==> config.mk <==
export PLATFORM = sky130hd
export DESIGN_NAME = watchdog_sleep_wakeup
export DESIGN_NICKNAME = d
export VERILOG_FILES = /design/src/rtl/wdt_pkg.sv /design/src/rtl/watchdog_sleep_wakeup.sv
export SDC_FILE = /design/constraint.sdc
export NUM_CORES = 1
export LEC_CHECK = 0
export BUFFER_PORTS_ARGS = -buffer_cell sky130_fd_sc_hd__buf_2
export CORE_ASPECT_RATIO = 0.75
export CORE_UTILIZATION = 60
export CTS_CLUSTER_SIZE = 40
export DETAILED_ROUTE_END_ITERATION = 10
export GPL_TIMING_DRIVEN = 1
export PLACE_DENSITY_LB_ADDON = 0.1
export RECOVER_POWER = 50
export SYNTH_ARGS = -nofsm -noshare
export SYNTH_HDL_FRONTEND = slang
export SYNTH_SLANG_ARGS = --single-unit
==> constraint.sdc <==
create_clock -name mclk_i -period 6.6 [get_ports mclk_i]
set_clock_uncertainty 0.15 [all_clocks]
set_input_delay 0.33 -clock mclk_i [delete_from_list [all_inputs] [get_ports mclk_i]]
set_output_delay 0.33 -clock mclk_i [all_outputs]
set_load 0.01 [all_outputs]
==> src/rtl/wdt_pkg.sv <==
// Constants and types for the watchdog, sleep and wake-up block
`default_nettype none

package wdt_pkg;

	// ==========================================================
	// Clock and time
	localparam int unsigned CLK_PERIOD_NS       = 40;
	localparam int unsigned WDT_BASE_TIMEOUT_NS = 18_000_000;
	// Nominal period, exact at 25 MHz (450000 cycles)
	localparam int unsigned WDT_BASE_CYCLES     = WDT_BASE_TIMEOUT_NS / CLK_PERIOD_NS;
	// Watchdog counter steps per base period
	localparam int unsigned WDT_COUNT_STEPS     = 256;

	// ==========================================================
	// Register port
	localparam int unsigned ADDR_WIDTH  = 2;
	localparam int unsigned DATA_WIDTH  = 8;
	localparam logic [1:0]  ADDR_OPTION = 2'h0;
	localparam logic [1:0]  ADDR_STATUS = 2'h1;
	localparam logic [1:0]  ADDR_EVENT  = 2'h2;
	localparam logic [1:0]  ADDR_MASK   = 2'h3;

	// ==========================================================
	// Fields and reset values
	localparam int unsigned PSA_BIT       = 3;
	localparam int unsigned PS_MSB        = 2;
	localparam int unsigned TO_BIT        = 4;
	localparam int unsigned PD_BIT        = 3;
	localparam logic [7:0]  OPTION_RESET  = 8'h3F;
	localparam logic [7:0]  OPTION_MASK   = 8'h3F;

	// Event bits
	localparam int unsigned EV_WIDTH      = 3;
	localparam int unsigned EV_WDT_BIT    = 0;
	localparam int unsigned EV_WAKE_BIT   = 1;
	localparam int unsigned EV_MASTER_CLEAR_PIN_N_BIT   = 2;
	localparam logic [2:0]  EV_RESET      = 3'h0;

	// Pins and synchronisers
	localparam int unsigned PIN_WIDTH     = 8;
	localparam logic [7:0]  PIN_OE_N_RESET = 8'hFF;
	localparam int unsigned SYNC_CHANNELS = 2;
	localparam int unsigned SYNC_MASTER_CLEAR_PIN_N     = 0;
	localparam int unsigned SYNC_FUSE     = 1;
	// Clear pin idle high, fuse low until seen
	localparam logic [5:0]  SYNC_RESET    = 6'h07;

	typedef enum logic {
		PS_RUN,
		PS_SLEEP
	} power_state_t;

endpackage

`default_nettype wire

==> src/rtl/watchdog_sleep_wakeup.sv <==
// Watchdog timer with shared divider, power-down entry and wake-up
//
// Overview of operation
// - Watchdog ticks from own always-running oscillator enable
// - Time-out raises full device reset, awake or asleep
// - Time-out reset clears timeout flag (status bit 4)
// - Fuse at zero keeps watchdog disabled
// - One 8-bit divider, timer or watchdog
// - Option low nibble selects assignment and ratio
// - Base 18 ms, up to 1:128 postscale
// - Clear instruction resets count and assigned divider
// - Sleep instruction resets count and assigned divider
// - Sleep entry: flags set/clear, oscillator driver off
// - Pins keep pre-sleep drive state while asleep
// - Watchdog reset never drives master clear pin
// - Wake only by master clear or time-out
// - Powerdown flag set at power-up, cleared by sleep
// - Watchdog count cleared on every wake-up
//
// The implementer's own choices: the address-and-strobe port and the placing of the registers.
`default_nettype none

module watchdog_sleep_wakeup #(
	parameter int unsigned BASE_CYCLES = wdt_pkg::WDT_BASE_CYCLES
) (
	input  wire logic                           mclk_i,
	input  wire logic                           srst_i,
	input  wire logic [wdt_pkg::ADDR_WIDTH-1:0] reg_addr_i,
	input  wire logic [wdt_pkg::DATA_WIDTH-1:0] reg_wdata_i,
	input  wire logic                           reg_we_i,
	input  wire logic                           reg_re_i,
	output logic      [wdt_pkg::DATA_WIDTH-1:0] reg_rdata_o,
	input  wire logic                           watchdog_fuse_enable_i,
	input  wire logic                           master_clear_pin_n_i,
	output logic                                master_clear_pin_n_o,
	output logic                                master_clear_pin_n_oe_n_o,
	input  wire logic                           watchdog_clear_instr_i,
	input  wire logic                           sleep_instr_i,
	input  wire logic                           timer_event_i,
	output logic                                timer_tick_o,
	input  wire logic [wdt_pkg::PIN_WIDTH-1:0]  core_pin_out_i,
	input  wire logic [wdt_pkg::PIN_WIDTH-1:0]  core_pin_oe_n_i,
	output logic      [wdt_pkg::PIN_WIDTH-1:0]  pin_out_o,
	output logic      [wdt_pkg::PIN_WIDTH-1:0]  pin_oe_n_o,
	output logic                                osc_drive_en_o,
	output logic                                sleeping_o,
	output logic                                device_reset_o,
	output logic                                irq_o
);
	import wdt_pkg::*;

	// ==========================================================
	// State
	typedef struct packed {
		power_state_t              pstate;
		logic [SYNC_CHANNELS-1:0][2:0] sync;
		logic                      master_clear_pin_n_pin_lvl;
		logic                      fuse_on;
		logic [11:0]               rc_div;
		logic [7:0]                wdt_count;
		logic [7:0]                prescaler;
		logic [7:0]                option;
		logic                      timeout_flag_n;
		logic                      powerdown_flag_n;
		logic [EV_WIDTH-1:0]       events;
		logic [EV_WIDTH-1:0]       mask;
		logic [7:0]                rdata;
		logic                      dev_reset;
		logic                      timer_tick;
		logic [PIN_WIDTH-1:0]      pin_out;
		logic [PIN_WIDTH-1:0]      pin_oe_n;
	} state_t;

	localparam state_t STATE_RESET = '{
		pstate:           PS_RUN,
		sync:             SYNC_RESET,
		master_clear_pin_n_pin_lvl:     1'b1,
		option:           OPTION_RESET,
		timeout_flag_n:   1'b1,
		powerdown_flag_n: 1'b1,
		events:           EV_RESET,
		mask:             EV_RESET,
		pin_oe_n:         PIN_OE_N_RESET,
		default:          '0
	};

	// Last value of the oscillator divider; 12 bits hold 1756
	localparam logic [11:0] RC_TICK_LAST = 12'(BASE_CYCLES / WDT_COUNT_STEPS - 1);

	state_t r;
	state_t next_r;

	logic [SYNC_CHANNELS-1:0] pin_raw;
	logic                     rc_tick;
	logic                     wdt_overflow;
	logic                     timeout;
	logic                     master_clear_pin_n_now;
	logic                     master_clear_pin_n_rise;
	logic                     core_live;
	logic                     prescaler_assign_sel;
	logic [2:0]               ratio;
	logic [7:0]               post_last;
	logic [7:0]               pre_last;
	logic [EV_WIDTH-1:0]      ev_set;
	logic [EV_WIDTH-1:0]      ev_clr;

	// Raw asynchronous inputs into the synchroniser chains
	assign pin_raw[SYNC_MASTER_CLEAR_PIN_N] = master_clear_pin_n_i;
	assign pin_raw[SYNC_FUSE] = watchdog_fuse_enable_i;

	// ==========================================================
	// Next-state logic
	always_comb begin
		next_r            = r;
		next_r.rdata      = '0;
		next_r.timer_tick = 1'b0;
		next_r.dev_reset  = 1'b0;
		timeout           = 1'b0;
		ev_set            = '0;
		ev_clr            = '0;

		// Three-stage chains; a level counts once stages two and three agree
		for (int i = 0; i < SYNC_CHANNELS; i++) begin
			next_r.sync[i] = {r.sync[i][1:0], pin_raw[i]};
		end
		if (r.sync[SYNC_MASTER_CLEAR_PIN_N][1] == r.sync[SYNC_MASTER_CLEAR_PIN_N][2]) begin
			next_r.master_clear_pin_n_pin_lvl = r.sync[SYNC_MASTER_CLEAR_PIN_N][2];
		end
		if (r.sync[SYNC_FUSE][1] == r.sync[SYNC_FUSE][2]) begin
			next_r.fuse_on = r.sync[SYNC_FUSE][2];
		end
		master_clear_pin_n_now  = !next_r.master_clear_pin_n_pin_lvl;
		master_clear_pin_n_rise = master_clear_pin_n_now && r.master_clear_pin_n_pin_lvl;
		// Core executes only while awake and out of reset
		core_live = (r.pstate == PS_RUN) && r.master_clear_pin_n_pin_lvl;

		prescaler_assign_sel   = r.option[PSA_BIT];
		ratio = r.option[PS_MSB:0];

		// oscillator stand-in, never gated by sleep
		rc_tick = (r.rc_div == RC_TICK_LAST);
		if (rc_tick) begin
			next_r.rc_div = '0;
		end else begin
			next_r.rc_div = r.rc_div + 12'h001;
		end

		// 256 ticks make the base period
		wdt_overflow = 1'b0;
		// fuse off stops the count entirely
		if (r.fuse_on && rc_tick) begin
			next_r.wdt_count = r.wdt_count + 8'h01;
			wdt_overflow     = (r.wdt_count == 8'hFF);
		end

		post_last = 8'((16'h0001 << ratio) - 16'h0001);
		// Timer prescale keeps its 1:2 to 1:256 range
		pre_last  = 8'((16'h0002 << ratio) - 16'h0001);

		// shared divider serves one user only
		if (prescaler_assign_sel) begin
			if (wdt_overflow) begin
				if (r.prescaler == post_last) begin
					next_r.prescaler = '0;
					timeout          = 1'b1;
				end else begin
					next_r.prescaler = r.prescaler + 8'h01;
				end
			end
		end else begin
			timeout = wdt_overflow;
			if (timer_event_i && core_live) begin
				if (r.prescaler == pre_last) begin
					next_r.prescaler  = '0;
					next_r.timer_tick = 1'b1;
				end else begin
					next_r.prescaler = r.prescaler + 8'h01;
				end
			end
		end

		// clear in the overflow cycle still prevents the reset
		if (watchdog_clear_instr_i && core_live) begin
			timeout                 = 1'b0;
			next_r.wdt_count        = '0;
			next_r.timeout_flag_n   = 1'b1;
			next_r.powerdown_flag_n = 1'b1;
			if (prescaler_assign_sel) begin
				next_r.prescaler = '0;
			end
		end

		// Power-down entry
		if (sleep_instr_i && core_live && !timeout) begin
			// full period before a time-out wake
			next_r.wdt_count = '0;
			if (prescaler_assign_sel) begin
				next_r.prescaler = '0;
			end
			// flags, and the oscillator driver goes off
			next_r.timeout_flag_n = 1'b1;
			// only sleep clears the powerdown flag
			next_r.powerdown_flag_n = 1'b0;
			next_r.pstate           = PS_SLEEP;
		end

		// pins follow the core only while awake
		if (r.pstate == PS_RUN) begin
			next_r.pin_out  = core_pin_out_i;
			next_r.pin_oe_n = core_pin_oe_n_i;
		end

		// Register writes; option is frozen while the core is held
		if (reg_we_i && reg_addr_i == ADDR_OPTION && r.master_clear_pin_n_pin_lvl) begin
			next_r.option = reg_wdata_i & OPTION_MASK;
		end
		if (reg_we_i && reg_addr_i == ADDR_MASK) begin
			next_r.mask = reg_wdata_i[EV_WIDTH-1:0];
		end
		if (reg_we_i && reg_addr_i == ADDR_EVENT) begin
			ev_clr = reg_wdata_i[EV_WIDTH-1:0];
		end

		// time-out resets the device in either power state
		if (timeout) begin
			next_r.dev_reset = 1'b1;
			// time-out marks itself in the status flag
			next_r.timeout_flag_n = 1'b0;
			ev_set[EV_WDT_BIT]    = 1'b1;
		end

		// Master clear holds the device in reset while low
		if (master_clear_pin_n_now) begin
			next_r.dev_reset = 1'b1;
		end
		if (master_clear_pin_n_rise) begin
			ev_set[EV_MASTER_CLEAR_PIN_N_BIT] = 1'b1;
		end

		// Any device reset restores option, count and divider
		if (next_r.dev_reset) begin
			next_r.option    = OPTION_RESET;
			next_r.wdt_count = '0;
			next_r.prescaler = '0;
		end

		// only a device reset leaves power-down
		if (r.pstate == PS_SLEEP && next_r.dev_reset) begin
			next_r.pstate       = PS_RUN;
			ev_set[EV_WAKE_BIT] = 1'b1;
			next_r.wdt_count = '0;
		end

		// Sticky events: a set in the clearing cycle wins
		next_r.events = (r.events & ~ev_clr) | ev_set;

		// Read data valid the cycle after the strobe only
		if (reg_re_i) begin
			case (reg_addr_i)
				ADDR_OPTION: begin
					next_r.rdata = r.option;
				end
				ADDR_STATUS: begin
					next_r.rdata[TO_BIT] = r.timeout_flag_n;
					next_r.rdata[PD_BIT] = r.powerdown_flag_n;
				end
				ADDR_EVENT: begin
					next_r.rdata[EV_WIDTH-1:0] = r.events;
				end
				ADDR_MASK: begin
					next_r.rdata[EV_WIDTH-1:0] = r.mask;
				end
				default: begin
					next_r.rdata = '0;
				end
			endcase
		end
	end

	// ==========================================================
	// State register; power-on reset also sets both flags
	always_ff @(posedge mclk_i) begin
		if (srst_i) begin
			r <= STATE_RESET;
		end else begin
			r <= next_r;
		end
	end

	// ==========================================================
	// Outputs
	assign reg_rdata_o    = r.rdata;
	assign timer_tick_o   = r.timer_tick;
	assign pin_out_o      = r.pin_out;
	assign pin_oe_n_o     = r.pin_oe_n;
	assign sleeping_o     = (r.pstate == PS_SLEEP);
	assign device_reset_o = r.dev_reset;
	// Main oscillator driver runs only while awake
	assign osc_drive_en_o = (r.pstate == PS_RUN);
	// Level interrupt from unmasked sticky events
	assign irq_o          = |(r.events & r.mask);

	// clear pin stays an input under any reset
	assign master_clear_pin_n_o      = 1'b1;
	assign master_clear_pin_n_oe_n_o = 1'b1;

endmodule

`default_nettype wire

==> flow_summary.json <==
{
  "outcome": "completed",
  "routabilityCongestion": 0.864,
  "switching_power_mw": 0.238,
  "wire_per_inst_um": 13.7,
  "drt-pass1-iter-count": 4,
  "final-max-slew-violation-count": 0,
  "synth_ff_type": "dfxtp_1",
  "rsz0062_at_grt": "false",
  "p_clk_share_pct": 35.4,
  "min_path_type": "input pin to flip-flop",
  "finalPower_mw": 0.881,
  "crit_buf_inv": 0,
  "diodes": 0,
  "fmax_ghz": 0.276,
  "syn2layout_area_growth_pct": 6.04,
  "seq_power_share_pct": 55.1,
  "required_ns": 6.70,
  "finalSetupTns_ns": 0,
  "async_flop_share_pct": 0,
  "dpl_cell_area_um2": 4000,
  "clkLatencyLatePin_ns": 0.35,
  "powerDensity_nw_per_um2": 212,
  "placementRows": 25,
  "leakage_nw": 1.67,
  "worstPathMaxFanout": 20,
  "cts_tree": "yes",
  "post-route-min-period_ns": 3.62,
  "grt_start_max_net_pins": 29,
  "final_area_um2": 4150,
  "cp.arrival_ns": 3.72,
  "dieHeight_um": 71.9,
  "vias": 3239,
  "ant_nets": 0,
  "utilization_pct": 66.0,
  "io_pins": 66,
  "syn-cell-area_um2": 3910,
  "regArea_um2": 1500,
  "drive_above_1_share_pct": 14.1,
  "yosysUniqueCellTypes": 59,
  "n_fill_cell": 551,
  "start_kind": "flip-flop",
  "globalRouteOverflowTotal": 0,
  "cts.repair.resized": 0,
  "cts_setup_buffers": 0,
  "yosys_warnings": 0,
  "cts_hold_buffers": 1,
  "path_cells": "nor2_1, nand2_1, ha_1, xnor2_1, a221oi_1, o32ai_1, o31a_1, o211a_4, and2_4, a32o_1",
  "grt_pass1_vias": 2769,
  "cp_slowest_stage_delay_ns": 0.75,
  "syn_area_per_cell_um2": 8.38,
  "internal_power_mw": 0.643,
  "vias_per_cell": 5.66,
  "slew_headroom_pct": 21.4,
  "die_w_um": 95.2,
  "tightest_slew_ns": 1.18,
  "die_area_um2": 6850,
  "grt_pass1_wl_mm": 12.9,
  "syn_inst": 467,
  "switching_share_pct": 27.0,
  "multi_input_area_um2": 2040,
  "ys_ff_latch": 75,
  "port_buffers": 59,
  "ir_drop_mv": 0.154,
  "grt_usage_pct": 24.2,
  "setup_viol": 0,
  "dp_hpwl_mm": 5.60,
  "cts.htree.levels": 3,
  "drc": 0,
  "ys_seq_area_share_pct": 38.4,
  "criticalPathCategory": "flip-flop to flip-flop",
  "core_area_um2": 6290,
  "final_cell_mix": "dfxtp_1, nor2_1, nand2_1",
  "fin_nets": 526,
  "cpLargestDelayFamily": "compound AO/OA/AOI/OAI gates",
  "end_kind": "flip-flop",
  "drt-initial-drc-count": 227,
  "comb_power_share_pct": 9.5,
  "antenna_found_initial": 0,
  "path_clk_slew_ns": 0.08,
  "crit_path_top_delay_cell": "dfxtp_1",
  "fin_crit_sh_pct": 54.9,
  "cts_max_path_buffers": 2,
  "cts_sinks": 75,
  "hold_viol": 0,
  "synth_edf_count": 0,
  "maxCapViolCount": 0,
  "cts_buffers": 9,
  "final_common_cell": "dfxtp_1",
  "wl_mm": 7.84,
  "cts_root_buffer": "clkbuf_8",
  "start_util_pct": 62.2
}
tightest hold or removal path, cell delays in order:
cell and delay [ns]:
buf_2 0.07, mux2i_1 0.05, nand2_1 0.05
metrics by stage:
| stage | instances | worst slack (ns) | hold slack, ns |
|---|---|---|---|
| global route | 572 | 2.83 | 0.0326 |
| detailed placement | 555 | 3.07 | 0.244 |
| CTS | 572 | 3.05 | 0.0170 |
| global placement | 555 | 3.17 | 0.241 |
| floorplan | 469 | 3.66 | 0.239 |
| finish | 572 | 2.98 | 0.0324 |
power by group through the flow:
stage | Combinational, mW | Sequential (mW) | Clock (mW)
finish | 0.0837 | 0.485 | 0.312
global route | 0.0930 | 0.488 | 0.343
CTS | 0.0861 | 0.485 | 0.321
detailed placement | 0.0854 | 0.496 | 0
global placement | 0.0837 | 0.495 | 0
floorplan | 0.0793 | 0.485 | 0
registers in the layout, summed over array words and instances (netlist names):
register,cells
device_reset_o,1
next_r,4
pin_oe_n_o,8
pin_out_o,8
prescaler_assign_sel,1
r,45
reg_rdata_o,6
sleeping_o,1
timer_tick_o,1
cell families after synthesis:
| logic type | count (synthesis) | share of synthesized area, % |
|---|---|---|
| other cells | 2 | 0.192 |
| xor+xnor | 27 | 6.04 |
| fa+ha+maj | 5 | 1.60 |
| compound gates | 66 | 12.2 |
| buf+inv | 68 | 9.56 |
| flops | 75 | 38.4 |
| simple gates | 198 | 25.3 |
| mux | 26 | 6.75 |
path summary, 6_finish.rpt:
check | startpoint | end | cells after the start | slack [ns]
setup reg to reg | r[36] | r[49] | 10 | 2.98
hold / removal | core_pin_oe_n_i[7] | pin_oe_n_o[7] | 3 | 0.03
hold reg to reg | next_r[73] | next_r[74] | 1 | 0.27
setup / recovery | r[36] | r[49] | 10 | 2.98
synth_stat cells, drive strengths merged (3+ instances only):
cell | n | area, um^2
a21oi | 12 | 60.1
a22oi | 4 | 30.0
a32o | 4 | 40.0
and2 | 8 | 52.6
and3 | 14 | 87.6
buf | 38 | 262
clkbuf | 16 | 60.1
dfxtp | 75 | 1500
ha | 5 | 62.6
inv | 14 | 52.6
mux2 | 3 | 33.8
mux2i | 23 | 230
nand2 | 47 | 176
nand2b | 3 | 18.8
nand3 | 19 | 95.1
nand4 | 5 | 31.3
nor2 | 55 | 206
nor2b | 6 | 37.5
nor3 | 13 | 65.1
nor3b | 3 | 22.5
o211ai | 3 | 22.5
o21ai | 16 | 83.8
o31ai | 3 | 27.5
o32ai | 3 | 26.3
or2 | 7 | 43.8
or3b | 4 | 37.5
xnor2 | 12 | 105
xor2 | 15 | 131
area by class of cell:
type,count,area share [%]
Multi-Input combinational cell,326,49.3
Sequential cell,75,36.2
Timing Repair Buffer,60,6.60
Clock buffer,9,2.99
Tap cell,81,2.44
Inverter,14,1.27
Clock inverter,7,1.24
routing by layer:
layer	GRT usage, %	up-vias	part of all wire [%]
met5	0	-	0
met4	7.91	0	1.1
met2	37.5	85	45
li1	-	1622	-
met3	6.60	12	5.5
met1	32.6	1520	49
(Power assumes the default switching activity.)
